===== src/verilog/vsb_map.svh =====
`ifndef VSB_MAP_SVH
`define VSB_MAP_SVH

// register byte offsets on the bus
`define VSB_OFS_DISPLAY_CONTROL_REG   8'h00
`define VSB_OFS_TMG_BASE 8'h04
`define VSB_OFS_HPRESET  8'h24
`define VSB_OFS_VPRESET  8'h28
`define VSB_OFS_SERLIM   8'h2C
`define VSB_OFS_COUNTS   8'h30
`define VSB_OFS_SERSTAT  8'h34

// timing register slots, horizontal then vertical
`define VSB_TMG_END_SYNC    3'h0
`define VSB_TMG_END_BLANK   3'h1
`define VSB_TMG_START_BLANK 3'h2
`define VSB_TMG_TOTAL       3'h3
`define VSB_TMG_VERT        3'h4

// display_control_reg fields
`define VSB_DPY_W          5
`define VSB_DPY_COMP_MODE  0
`define VSB_DPY_COMPOSITE_SYNC_OUT  1
`define VSB_DPY_HSYNC_OUT  2
`define VSB_DPY_VSYNC_OUT  3
`define VSB_DPY_COMPOSITE_SYNC_EXT  4
`define VSB_DPY_RESET      5'h01

// pin bundle width in bits
`define VSB_PIN_N 5

`endif


===== src/verilog/vsb_pkg.sv =====
package vsb_pkg;

  // sampled external pins, one bit each
  typedef struct packed {
    logic videoClock;
    logic serialClock;
    logic hsync;
    logic vsync;
    logic composite_sync;
  } vsb_pins_s;

  // composite sync pulse width tracking
  typedef enum logic [1:0] {
    CS_HIGH,
    CS_LOW,
    CS_VSYNC
  } vsb_cs_e;

endpackage


===== src/verilog/vsb_sync_blank.sv =====
`timescale 1ns/100ps
`include "vsb_map.svh"

// Contract
// - combined blank: h+v composite, v separate
// - combined blank is composite blank after reset
// - composite sync direction from control bit
// - composite sync input yields h and v timing
// - composite sync output: low pulses, external or internal
// - separate mode: composite pin drives horizontal blank
// - composite sync pin is input after reset
// - horizontal sync direction from control bit
// - horizontal sync output: low timer pulse
// - horizontal sync input resyncs at programmable cycle
// - horizontal sync pin is input after reset
// - vertical sync direction bit, low timer pulse
// - vertical sync input resyncs at programmable line
// - vertical sync pin is input after reset
// - video clock drives timing, supplied externally
// - count serial clock, schedule transfer and reload
// - serial clock may be asynchronous
// - external syncs load counters from presets
// - video timing runs on the video clock
module vsb_sync_blank
  import vsb_pkg::*;
#(
  parameter int CNT_W      = 12,
  parameter int VDET_TICKS = 64
) (
  // clock and reset
  input  wire logic        clock,
  input  wire logic        srst,
  // ahb-lite slave
  input  wire logic        hsel,
  input  wire logic [31:0] haddr,
  input  wire logic [1:0]  htrans,
  input  wire logic        hwrite,
  input  wire logic [2:0]  hsize,
  input  wire logic [31:0] hwdata,
  input  wire logic        hready,
  output logic             hreadyout,
  output logic             hresp,
  output logic      [31:0] hrdata,
  // external clocks
  input  wire logic        videoClock,
  input  wire logic        serialClock,
  // sync pins, enables low while driving
  input  wire logic        hsyncIn,
  output logic             hsyncOut,
  output logic             hsyncOeN,
  input  wire logic        vsyncIn,
  output logic             vsyncOut,
  output logic             vsyncOeN,
  input  wire logic        csyncIn,
  output logic             csyncOut,
  output logic             csyncOeN,
  // blanking and vram scheduling
  output logic             compositeBlank,
  output logic             transferReq,
  output logic             midlineReq
);

  localparam int VD_W = $clog2(VDET_TICKS + 1);

  // horizontal/vertical phase: {sync, blank}
  function automatic logic [1:0] tmgPhase(input logic [CNT_W-1:0] cnt,
                                          input logic [CNT_W-1:0] endSync,
                                          input logic [CNT_W-1:0] endBlank,
                                          input logic [CNT_W-1:0] startBlank);
    tmgPhase = {cnt <= endSync, (cnt > startBlank) || (cnt <= endBlank)};
  endfunction

  ////////////////////////////////////////////////////////////////////////////
  // pin synchronisation
  vsb_pins_s pinRaw;
  vsb_pins_s pinLvl;
  vsb_pins_s pinRise;
  vsb_pins_s pinFall;

  assign pinRaw = '{videoClock: videoClock, serialClock: serialClock,
                    hsync: hsyncIn, vsync: vsyncIn, composite_sync: csyncIn};

  vsb_sync_edge #(.W(`VSB_PIN_N)) uSync (
    .clock (clock),
    .srst  (srst),
    .din   (pinRaw),
    .lvl   (pinLvl),
    .rise  (pinRise),
    .fall  (pinFall)
  );

  ////////////////////////////////////////////////////////////////////////////
  // register file and bus slave
  logic [`VSB_DPY_W-1:0] dpy_reg;
  logic [`VSB_DPY_W-1:0] dpy_next;
  logic [CNT_W-1:0]      tmg_reg [8];
  logic [CNT_W-1:0]      tmg_next [8];
  logic [CNT_W-1:0]      hPre_reg;
  logic [CNT_W-1:0]      hPre_next;
  logic [CNT_W-1:0]      vPre_reg;
  logic [CNT_W-1:0]      vPre_next;
  logic [CNT_W-1:0]      serLim_reg;
  logic [CNT_W-1:0]      serLim_next;
  logic                  wrPend_reg;
  logic                  wrPend_next;
  logic [7:0]            wrAddr_reg;
  logic [7:0]            wrAddr_next;
  logic [31:0]           rdata_reg;
  logic [31:0]           rdata_next;
  logic                  addrPhase;
  logic [CNT_W-1:0]      horizontal_counter_reg;
  logic [CNT_W-1:0]      vertical_counter_reg;
  logic [CNT_W-1:0]      serCount_reg;
  logic [1:0]            hPh;
  logic [1:0]            vPh;

  assign addrPhase = hsel && htrans[1] && hready;
  assign hreadyout = 1'b1;
  assign hresp     = 1'b0;
  assign hrdata    = rdata_reg;

  // writes land in data phase, reads see the pending write
  always_comb begin
    dpy_next    = dpy_reg;
    tmg_next    = tmg_reg;
    hPre_next   = hPre_reg;
    vPre_next   = vPre_reg;
    serLim_next = serLim_reg;
    wrPend_next = addrPhase && hwrite && (hsize == 3'h2);
    wrAddr_next = haddr[7:0];
    rdata_next  = rdata_reg;
    if (wrPend_reg) begin
      case (wrAddr_reg)
        `VSB_OFS_DISPLAY_CONTROL_REG:  dpy_next    = hwdata[`VSB_DPY_W-1:0];
        `VSB_OFS_HPRESET: hPre_next   = hwdata[CNT_W-1:0];
        `VSB_OFS_VPRESET: vPre_next   = hwdata[CNT_W-1:0];
        `VSB_OFS_SERLIM:  serLim_next = hwdata[CNT_W-1:0];
        default: begin
          if (wrAddr_reg >= `VSB_OFS_TMG_BASE && wrAddr_reg < `VSB_OFS_HPRESET
              && wrAddr_reg[1:0] == 2'h0) begin
            tmg_next[3'(wrAddr_reg[4:2] - 3'h1)] = hwdata[CNT_W-1:0];
          end
        end
      endcase
    end
    if (addrPhase && !hwrite) begin
      rdata_next = 32'h0000_0000;
      case (haddr[7:0])
        `VSB_OFS_DISPLAY_CONTROL_REG:  rdata_next[`VSB_DPY_W-1:0] = dpy_next;
        `VSB_OFS_HPRESET: rdata_next[CNT_W-1:0]      = hPre_next;
        `VSB_OFS_VPRESET: rdata_next[CNT_W-1:0]      = vPre_next;
        `VSB_OFS_SERLIM:  rdata_next[CNT_W-1:0]      = serLim_next;
        `VSB_OFS_COUNTS: begin
          rdata_next[CNT_W-1:0]     = horizontal_counter_reg;
          rdata_next[16+:CNT_W]     = vertical_counter_reg;
        end
        `VSB_OFS_SERSTAT: begin
          rdata_next[CNT_W-1:0]     = serCount_reg;
          rdata_next[31:28]         = {hPh, vPh};
        end
        default: begin
          if (haddr[7:0] >= `VSB_OFS_TMG_BASE && haddr[7:0] < `VSB_OFS_HPRESET
              && haddr[1:0] == 2'h0) begin
            rdata_next[CNT_W-1:0] = tmg_next[3'(haddr[4:2] - 3'h1)];
          end
        end
      endcase
    end
  end

  always_ff @(posedge clock) begin
    if (srst) begin
      dpy_reg    <= `VSB_DPY_RESET;
      tmg_reg    <= '{default: '0};
      hPre_reg   <= '0;
      vPre_reg   <= '0;
      serLim_reg <= '0;
      wrPend_reg <= 1'b0;
      wrAddr_reg <= 8'h00;
      rdata_reg  <= 32'h0000_0000;
    end else begin
      dpy_reg    <= dpy_next;
      tmg_reg    <= tmg_next;
      hPre_reg   <= hPre_next;
      vPre_reg   <= vPre_next;
      serLim_reg <= serLim_next;
      wrPend_reg <= wrPend_next;
      wrAddr_reg <= wrAddr_next;
      rdata_reg  <= rdata_next;
    end
  end

  ////////////////////////////////////////////////////////////////////////////
  // pin direction control
  logic compMode;
  logic csyncDrive;
  logic hsyncDrive;
  logic vsyncDrive;

  assign compMode   = dpy_reg[`VSB_DPY_COMP_MODE];
  assign csyncDrive = !compMode || dpy_reg[`VSB_DPY_COMPOSITE_SYNC_OUT];
  assign hsyncDrive = dpy_reg[`VSB_DPY_HSYNC_OUT];
  assign vsyncDrive = dpy_reg[`VSB_DPY_VSYNC_OUT];
  assign csyncOeN   = !csyncDrive;
  assign hsyncOeN   = !hsyncDrive;
  assign vsyncOeN   = !vsyncDrive;

  ////////////////////////////////////////////////////////////////////////////
  // video timing, advanced once per rising video clock edge
  logic             vTick;
  logic             hEvt;
  logic             vEvt;
  logic             csVdet;
  logic             lineEnd;
  vsb_cs_e          cs_reg;
  vsb_cs_e          cs_next;
  logic [VD_W-1:0]  csCnt_reg;
  logic [VD_W-1:0]  csCnt_next;
  logic             hPend_reg;
  logic             hPend_next;
  logic             vPend_reg;
  logic             vPend_next;
  logic [CNT_W-1:0] horizontal_counter_next;
  logic [CNT_W-1:0] vertical_counter_next;

  assign vTick   = pinRise.videoClock;
  assign hPh     = tmgPhase(horizontal_counter_reg, tmg_reg[0], tmg_reg[1], tmg_reg[2]);
  assign vPh     = tmgPhase(vertical_counter_reg, tmg_reg[4], tmg_reg[5], tmg_reg[6]);
  assign lineEnd = horizontal_counter_reg >= tmg_reg[`VSB_TMG_TOTAL];
  assign csVdet  = vTick && (cs_reg == CS_LOW)
                   && (csCnt_reg == VD_W'(VDET_TICKS));
  assign hEvt = (!hsyncDrive && pinFall.hsync)
                || (compMode && !csyncDrive && pinFall.composite_sync);
  assign vEvt = (!vsyncDrive && pinFall.vsync) || csVdet;

  always_comb begin
    cs_next     = cs_reg;
    csCnt_next  = csCnt_reg;
    horizontal_counter_next = horizontal_counter_reg;
    vertical_counter_next = vertical_counter_reg;
    // set wins over the tick that consumes a pending load
    hPend_next  = hEvt || (hPend_reg && !vTick);
    vPend_next  = vEvt || (vPend_reg && !vTick);
    // long composite low means vertical sync
    case (cs_reg)
      CS_HIGH: begin
        csCnt_next = '0;
        if (compMode && !csyncDrive && !pinLvl.composite_sync) begin
          cs_next = CS_LOW;
        end
      end
      CS_LOW: begin
        if (pinLvl.composite_sync || csyncDrive) begin
          cs_next = CS_HIGH;
        end else if (csVdet) begin
          cs_next = CS_VSYNC;
        end else if (vTick) begin
          csCnt_next = VD_W'(csCnt_reg + 1'b1);
        end
      end
      CS_VSYNC: begin
        if (pinLvl.composite_sync || csyncDrive) begin
          cs_next = CS_HIGH;
        end
      end
      default: cs_next = CS_HIGH;
    endcase
    if (vTick) begin
      if (hPend_reg) begin
        horizontal_counter_next = hPre_reg;
      end else if (lineEnd) begin
        horizontal_counter_next = '0;
      end else begin
        horizontal_counter_next = CNT_W'(horizontal_counter_reg + 1'b1);
      end
      if (vPend_reg) begin
        vertical_counter_next = vPre_reg;
      end else if (lineEnd && !hPend_reg) begin
        if (vertical_counter_reg >= tmg_reg[`VSB_TMG_VERT + `VSB_TMG_TOTAL]) begin
          vertical_counter_next = '0;
        end else begin
          vertical_counter_next = CNT_W'(vertical_counter_reg + 1'b1);
        end
      end
    end
  end

  always_ff @(posedge clock) begin
    if (srst) begin
      cs_reg     <= CS_HIGH;
      csCnt_reg  <= '0;
      hPend_reg  <= 1'b0;
      vPend_reg  <= 1'b0;
      horizontal_counter_reg <= '0;
      vertical_counter_reg <= '0;
    end else begin
      cs_reg     <= cs_next;
      csCnt_reg  <= csCnt_next;
      hPend_reg  <= hPend_next;
      vPend_reg  <= vPend_next;
      horizontal_counter_reg <= horizontal_counter_next;
      vertical_counter_reg <= vertical_counter_next;
    end
  end

  ////////////////////////////////////////////////////////////////////////////
  // pin outputs, serial tracking and vram requests
  logic             out_next_h;
  logic             out_next_v;
  logic             out_next_c;
  logic             blank_next;
  logic             xfer_next;
  logic             mid_next;
  logic [CNT_W-1:0] serCount_next;

  always_comb begin
    out_next_h = !hPh[1];
    out_next_v = !vPh[1];
    // composite from external pins or timers
    if (dpy_reg[`VSB_DPY_COMPOSITE_SYNC_EXT]) begin
      out_next_c = pinLvl.hsync && pinLvl.vsync;
    end else begin
      out_next_c = !(hPh[1] || vPh[1]);
    end
    if (!compMode) begin
      out_next_c = hPh[0];
    end
    blank_next = compMode ? (hPh[0] || vPh[0]) : vPh[0];
    xfer_next     = vTick && (horizontal_counter_reg == tmg_reg[`VSB_TMG_START_BLANK]) && !vPh[0];
    mid_next      = 1'b0;
    serCount_next = serCount_reg;
    if (xfer_next) begin
      serCount_next = '0;
    end else if (pinRise.serialClock) begin
      serCount_next = CNT_W'(serCount_reg + 1'b1);
      mid_next      = (serLim_reg != '0) && (serCount_next == serLim_reg);
    end
  end

  always_ff @(posedge clock) begin
    if (srst) begin
      hsyncOut       <= 1'b1;
      vsyncOut       <= 1'b1;
      csyncOut       <= 1'b1;
      compositeBlank <= 1'b0;
      transferReq    <= 1'b0;
      midlineReq     <= 1'b0;
      serCount_reg   <= '0;
    end else begin
      hsyncOut       <= out_next_h;
      vsyncOut       <= out_next_v;
      csyncOut       <= out_next_c;
      compositeBlank <= blank_next;
      transferReq    <= xfer_next;
      midlineReq     <= mid_next;
      serCount_reg   <= serCount_next;
    end
  end
endmodule


===== src/verilog/vsb_sync_edge.sv =====
`timescale 1ns/100ps

module vsb_sync_edge #(
  parameter int W = 5
) (
  // clock and reset
  input  wire logic         clock,
  input  wire logic         srst,
  // asynchronous inputs
  input  wire logic [W-1:0] din,
  // synchronised level and edges
  output logic      [W-1:0] lvl,
  output logic      [W-1:0] rise,
  output logic      [W-1:0] fall
);

  logic [W-1:0] s1_reg;
  logic [W-1:0] s2_reg;
  logic [W-1:0] s3_reg;
  logic [W-1:0] s1_next;
  logic [W-1:0] s2_next;
  logic [W-1:0] s3_next;

  ////////////////////////////////////////////////////////////////////////////
  // two stage synchroniser plus history flop
  // two flops first
  always_comb begin
    s1_next = din;
    s2_next = s1_reg;
    s3_next = s2_reg;
  end

  always_ff @(posedge clock) begin
    if (srst) begin
      s1_reg <= '0;
      s2_reg <= '0;
      s3_reg <= '0;
    end else begin
      s1_reg <= s1_next;
      s2_reg <= s2_next;
      s3_reg <= s3_next;
    end
  end

  // edges only from synchronised stages
  assign lvl  = s2_reg;
  assign rise = s2_reg & ~s3_reg;
  assign fall = ~s2_reg & s3_reg;
endmodule


===== config.mk =====
export PLATFORM = sky130hd
export DESIGN_NAME = vsb_sync_blank
export DESIGN_NICKNAME = d
export VERILOG_FILES = /design/src/verilog/vsb_pkg.sv /design/src/verilog/vsb_sync_blank.sv /design/src/verilog/vsb_sync_edge.sv
export VERILOG_INCLUDE_DIRS = /design/src /design/src/verilog
export SDC_FILE = /design/constraint.sdc
export NUM_CORES = 1
export LEC_CHECK = 0
export ABC_AREA = 1
export ABC_CLOCK_PERIOD_IN_PS = 2940
export BUFFER_PORTS_ARGS = -buffer_cell sky130_fd_sc_hd__buf_2
export CAP_MARGIN = 40
export CORE_ASPECT_RATIO = 0.8
export CORE_MARGIN = 2
export CORE_UTILIZATION = 30
export DETAILED_ROUTE_END_ITERATION = 12
export GPL_TIMING_DRIVEN = 0
export HOLD_SLACK_MARGIN = 0.06
export SYNTH_ARGS = -nofsm -noshare
export SYNTH_HDL_FRONTEND = slang
export SYNTH_SLANG_ARGS = --single-unit

===== constraint.sdc =====
create_clock -name clock -period 2.94 [get_ports clock]
set_input_delay 0.441 -clock clock [delete_from_list [all_inputs] [get_ports clock]]
set_output_delay 0.441 -clock clock [all_outputs]
set_load 0.05 [all_outputs]

==> metrics.txt <==
# TYPE chip_impl_metric gauge
chip_impl_info{name="run_status",value="complete, no violations"} 1
chip_impl_metric{name="post_synth_inst_count",unit=""} 2132
chip_impl_info{name="tritoncts",value="done"} 1
chip_impl_metric{name="count_of_max_cap_constraint_violations",unit=""} 0
chip_impl_metric{name="critPathRequiredTime",unit="ns"} 3.36
chip_impl_metric{name="count_of_flip_flops_with_a_built_in_enable_after_synthesis",unit=""} 0
chip_impl_metric{name="rows",unit=""} 71
chip_impl_info{name="worstSetupEndpointType",value="flip-flop"} 1
chip_impl_metric{name="grt_pass1_wl",unit="mm"} 85.58
chip_impl_metric{name="ys_seq_area_share",unit="%"} 33.48
chip_impl_metric{name="detailroute.via_count",unit=""} 15244
chip_impl_metric{name="finalCriticalPeriod",unit="ns"} 2.866
chip_impl_metric{name="num_io_pins",unit=""} 122
chip_impl_metric{name="post_synth_adder_cell_area",unit="%"} 9.599
chip_impl_metric{name="max_freq",unit="GHz"} 0.3489
chip_impl_metric{name="max-slew-margin-rel",unit="%"} 41.10
chip_impl_metric{name="nets",unit=""} 2437
chip_impl_info{name="mostFrequentLayoutCell",value="sky130_fd_sc_hd__nand2_1"} 1
chip_impl_metric{name="grtUsageTotal",unit="%"} 22.39
chip_impl_metric{name="clock_sink_count",unit=""} 242
chip_impl_metric{name="remaining_design_rule_violation_count",unit=""} 0
chip_impl_metric{name="finalHoldViolations",unit=""} 0
chip_impl_info{name="rsz0062_at_grt",value="no"} 1
chip_impl_metric{name="dieHeight",unit="um"} 200.4
chip_impl_metric{name="average_size_of_a_mapped_cell",unit="um2"} 6.787
chip_impl_metric{name="power.total",unit="mW"} 8.070
chip_impl_metric{name="tritoncts.num_buffers",unit=""} 27
chip_impl_metric{name="setup_tns",unit="ns"} 0
chip_impl_metric{name="cellLeakagePower",unit="nW"} 7.195
chip_impl_metric{name="irDropWorstVdd",unit="mV"} 0.4275
chip_impl_metric{name="floorplan_die_area",unit="um2"} 50010
chip_impl_metric{name="largest_register_ffs",unit=""} 96
chip_impl_metric{name="syn-cell-area",unit="um2"} 14470
chip_impl_info{name="root_buffer",value="sky130_fd_sc_hd__clkbuf_16"} 1
chip_impl_metric{name="port_buffers",unit=""} 70
chip_impl_info{name="cp-start-kind",value="input port"} 1
chip_impl_metric{name="area_fraction_in_compound_gates_after_synthesis",unit="%"} 11.86
chip_impl_metric{name="placedCellCount",unit=""} 2830
chip_impl_metric{name="vias_in_the_first_global_route",unit=""} 13875
chip_impl_metric{name="drt_first_iter_violations",unit=""} 1646
chip_impl_metric{name="fillCellCount",unit=""} 5151
chip_impl_metric{name="routed_wire_length_per_instance",unit="um"} 20.02
chip_impl_metric{name="clk_latency",unit="ns"} 0.57
chip_impl_metric{name="final_min_period_over_clock_period",unit="%"} 97.48
chip_impl_metric{name="ant_nets",unit=""} 0
chip_impl_metric{name="wirelength",unit="mm"} 57.79
chip_impl_metric{name="pin_count_of_the_biggest_net_entering_global_routing",unit=""} 14
chip_impl_metric{name="power-per-cell-area",unit="nW/um2"} 485.6
chip_impl_metric{name="postSynthRegisterBits",unit=""} 242
chip_impl_metric{name="core_area",unit="um2"} 47350
chip_impl_metric{name="post_synth_mux_area_share",unit="%"} 0
chip_impl_info{name="post-synth-top-area-cell",value="sky130_fd_sc_hd__dfxtp_1"} 1
chip_impl_info{name="synth_top_family_by_area",value="simple AND/OR/NAND/NOR gates"} 1
chip_impl_metric{name="clock_skew",unit="ns"} 0.01846
chip_impl_metric{name="yosysUniqueCellTypes",unit=""} 50
chip_impl_metric{name="detail_route.vias_per_cell",unit=""} 5.282
chip_impl_metric{name="cp.arrival",unit="ns"} 3.29
chip_impl_metric{name="synth_xor_xnor_area_share",unit="%"} 1.150
chip_impl_metric{name="synth_simple_gate_area_share",unit="%"} 33.49
chip_impl_metric{name="place.gp.congestion",unit=""} 0.9651
chip_impl_metric{name="hpwlAfterDp",unit="mm"} 44.21
chip_impl_metric{name="antenna_violations_before_repair",unit=""} 1
chip_impl_metric{name="grt.overflow.total",unit=""} 0
chip_impl_metric{name="cts.clk_slew.worst_paths",unit="ns"} 0.06
chip_impl_metric{name="clock_path_buffers",unit=""} 3
chip_impl_metric{name="cts-htree-levels",unit=""} 1
chip_impl_metric{name="die_extent_in_x",unit="um"} 249.5
chip_impl_metric{name="critical_path.max_fanout",unit=""} 10
chip_impl_metric{name="finalSetupViolCount",unit=""} 0
chip_impl_metric{name="drt_pre_antenna_iters",unit=""} 7
chip_impl_metric{name="insertedDiodeCount",unit=""} 0
chip_impl_metric{name="postSynth.asyncResetShare",unit="%"} 0
chip_impl_metric{name="synthDominantCellAreaShare",unit="%"} 33.48
chip_impl_metric{name="stdcell_count",unit=""} 2886
chip_impl_metric{name="worst-slew-pin-transition",unit="ns"} 0.8754
chip_impl_info{name="synth.top_cells.by_area",value="sky130_fd_sc_hd__dfxtp_1 33%, sky130_fd_sc_hd__nand2_1 11%, sky130_fd_sc_hd__ha_1 9.6%"} 1
chip_impl_metric{name="layout_cell_share_with_drive_strength_beyond_1",unit="%"} 9.047
chip_impl_metric{name="design_area",unit="um2"} 16620
chip_impl_info{name="worstHoldPathType",value="input port to flip-flop"} 1
chip_impl_info{name="highest_count_cells_in_the_layout_ignoring_fill_and_taps",value="435 x sky130_fd_sc_hd__nand2_1, 243 x sky130_fd_sc_hd__inv_1, 242 x sky130_fd_sc_hd__nor2_1"} 1
chip_impl_metric{name="ys_warn_count",unit=""} 0
chip_impl_metric{name="floorplan.initialDensity",unit="%"} 30.56
chip_impl_info{name="synthFlopType",value="sky130_fd_sc_hd__dfxtp_1"} 1
chip_impl_info{name="worstSetupPathType",value="input port to flip-flop"} 1
chip_impl_metric{name="dpl_cell_area",unit="um2"} 15650
chip_impl_metric{name="final_max_slew_viol_count",unit=""} 0
chip_impl_metric{name="area_growth",unit="%"} 14.86
critical path, cell delays in order:
cell and delay, ns:
sky130_fd_sc_hd__buf_2 0.25, sky130_fd_sc_hd__inv_2 0.10, sky130_fd_sc_hd__clkbuf_1 0.24, sky130_fd_sc_hd__buf_8 0.23
sky130_fd_sc_hd__ha_1 0.23, sky130_fd_sc_hd__nand3_1 0.40, sky130_fd_sc_hd__inv_1 0.35, sky130_fd_sc_hd__a21oi_1 0.22
sky130_fd_sc_hd__o221ai_1 0.14, sky130_fd_sc_hd__nor4_1 0.53, sky130_fd_sc_hd__a21oi_1 0.14
timing repair:
action,CTS,global route
setup buffers,0,3
resized for setup,4,19
endpoints found under the hold margin,5,0
endpoints found under the setup margin,12,36
hold buffers,5,0
cells in the mapped netlist (3+ instances only):
master and count:
sky130_fd_sc_hd__nand2_1 435, sky130_fd_sc_hd__nor2_1 246, sky130_fd_sc_hd__inv_1 243, sky130_fd_sc_hd__dfxtp_1 242
sky130_fd_sc_hd__nand3_1 204, sky130_fd_sc_hd__a21oi_1 130, sky130_fd_sc_hd__o21ai_0 120, sky130_fd_sc_hd__nand4_1 118
sky130_fd_sc_hd__ha_1 111, sky130_fd_sc_hd__clkbuf_1 61, sky130_fd_sc_hd__nor3_1 30, sky130_fd_sc_hd__buf_2 29
sky130_fd_sc_hd__o22ai_1 21, sky130_fd_sc_hd__xor2_1 14, sky130_fd_sc_hd__nor4_1 12, sky130_fd_sc_hd__nand2_2 11
sky130_fd_sc_hd__buf_4 8, sky130_fd_sc_hd__clkinv_1 8, sky130_fd_sc_hd__o211ai_1 8, sky130_fd_sc_hd__buf_6 7
sky130_fd_sc_hd__a31oi_1 5, sky130_fd_sc_hd__buf_1 5, sky130_fd_sc_hd__nand3_4 5, sky130_fd_sc_hd__o21a_1 5
sky130_fd_sc_hd__xnor2_1 5, sky130_fd_sc_hd__a211oi_1 4, sky130_fd_sc_hd__a221oi_1 4, sky130_fd_sc_hd__nor2_2 4
sky130_fd_sc_hd__o221ai_1 4, sky130_fd_sc_hd__inv_2 3, sky130_fd_sc_hd__nand3b_1 3, sky130_fd_sc_hd__nor2_4 3
sky130_fd_sc_hd__o2111ai_1 3
per-layer routing:
metal,vias to the layer above,GRT usage (%),routed length [um]
li1,7328,-,-
met1,7120,32.34,27050
met2,695,31.76,22810
met3,99,6.795,6248
met4,2,6.347,1671
met5,-,0,13
where the power goes:
group	leakage (nW)	internal [mW]	switching (mW)
logic	4.82	0.313	0.881
clock network	0.417	1.98	1.49
registers	1.96	3.34	0.0744
total	7.20	5.63	2.44
cell type report:
type	instances	area [um2]	share of cell area, %
buffer	111	563.0	3.388
clock buffer	37	723.2	4.352
clock inverter	11	138.9	0.8357
inverter	254	953.4	5.737
multi-input combinational	1529	8152	49.05
sequential	242	4848	29.17
tap	620	775.7	4.668
timing repair buffer	82	464.2	2.793
cell families (layout without fill, tap and decap cells):
kind of cell    Yosys count  in the layout
fa+ha+maj               111            111
compound gates          314            314
simple gates           1079           1079
other cells               2              6
xor+xnor                 19             19
flops                   242            242
buf+inv                 365            495
through the flow:
stage                     setup slack [ns]  hold WS, ns  util [%]
after floorplan                     0.6497       0.3883         -
after global placement             -0.7168       0.3925     32.97
after detailed placement           -0.3807       0.3955     33.06
after CTS                          0.01120      0.06185     34.99
after global routing               0.01050      0.08946     35.10
final                              0.07416      0.08008     35.10
final timing paths:
path,slack (ns),endpoint,from,cells after the start
hold / removal,0.08,uSync.s1_reg[4],videoClock,3
hold reg to reg,0.40,uSync.lvl[1],uSync.s1_reg[1],2
setup reg to reg,0.13,hrdata[1],wrAddr_reg[2],10
setup / recovery,0.07,hrdata[2],haddr[2],11
(Power assumes the default switching activity.)
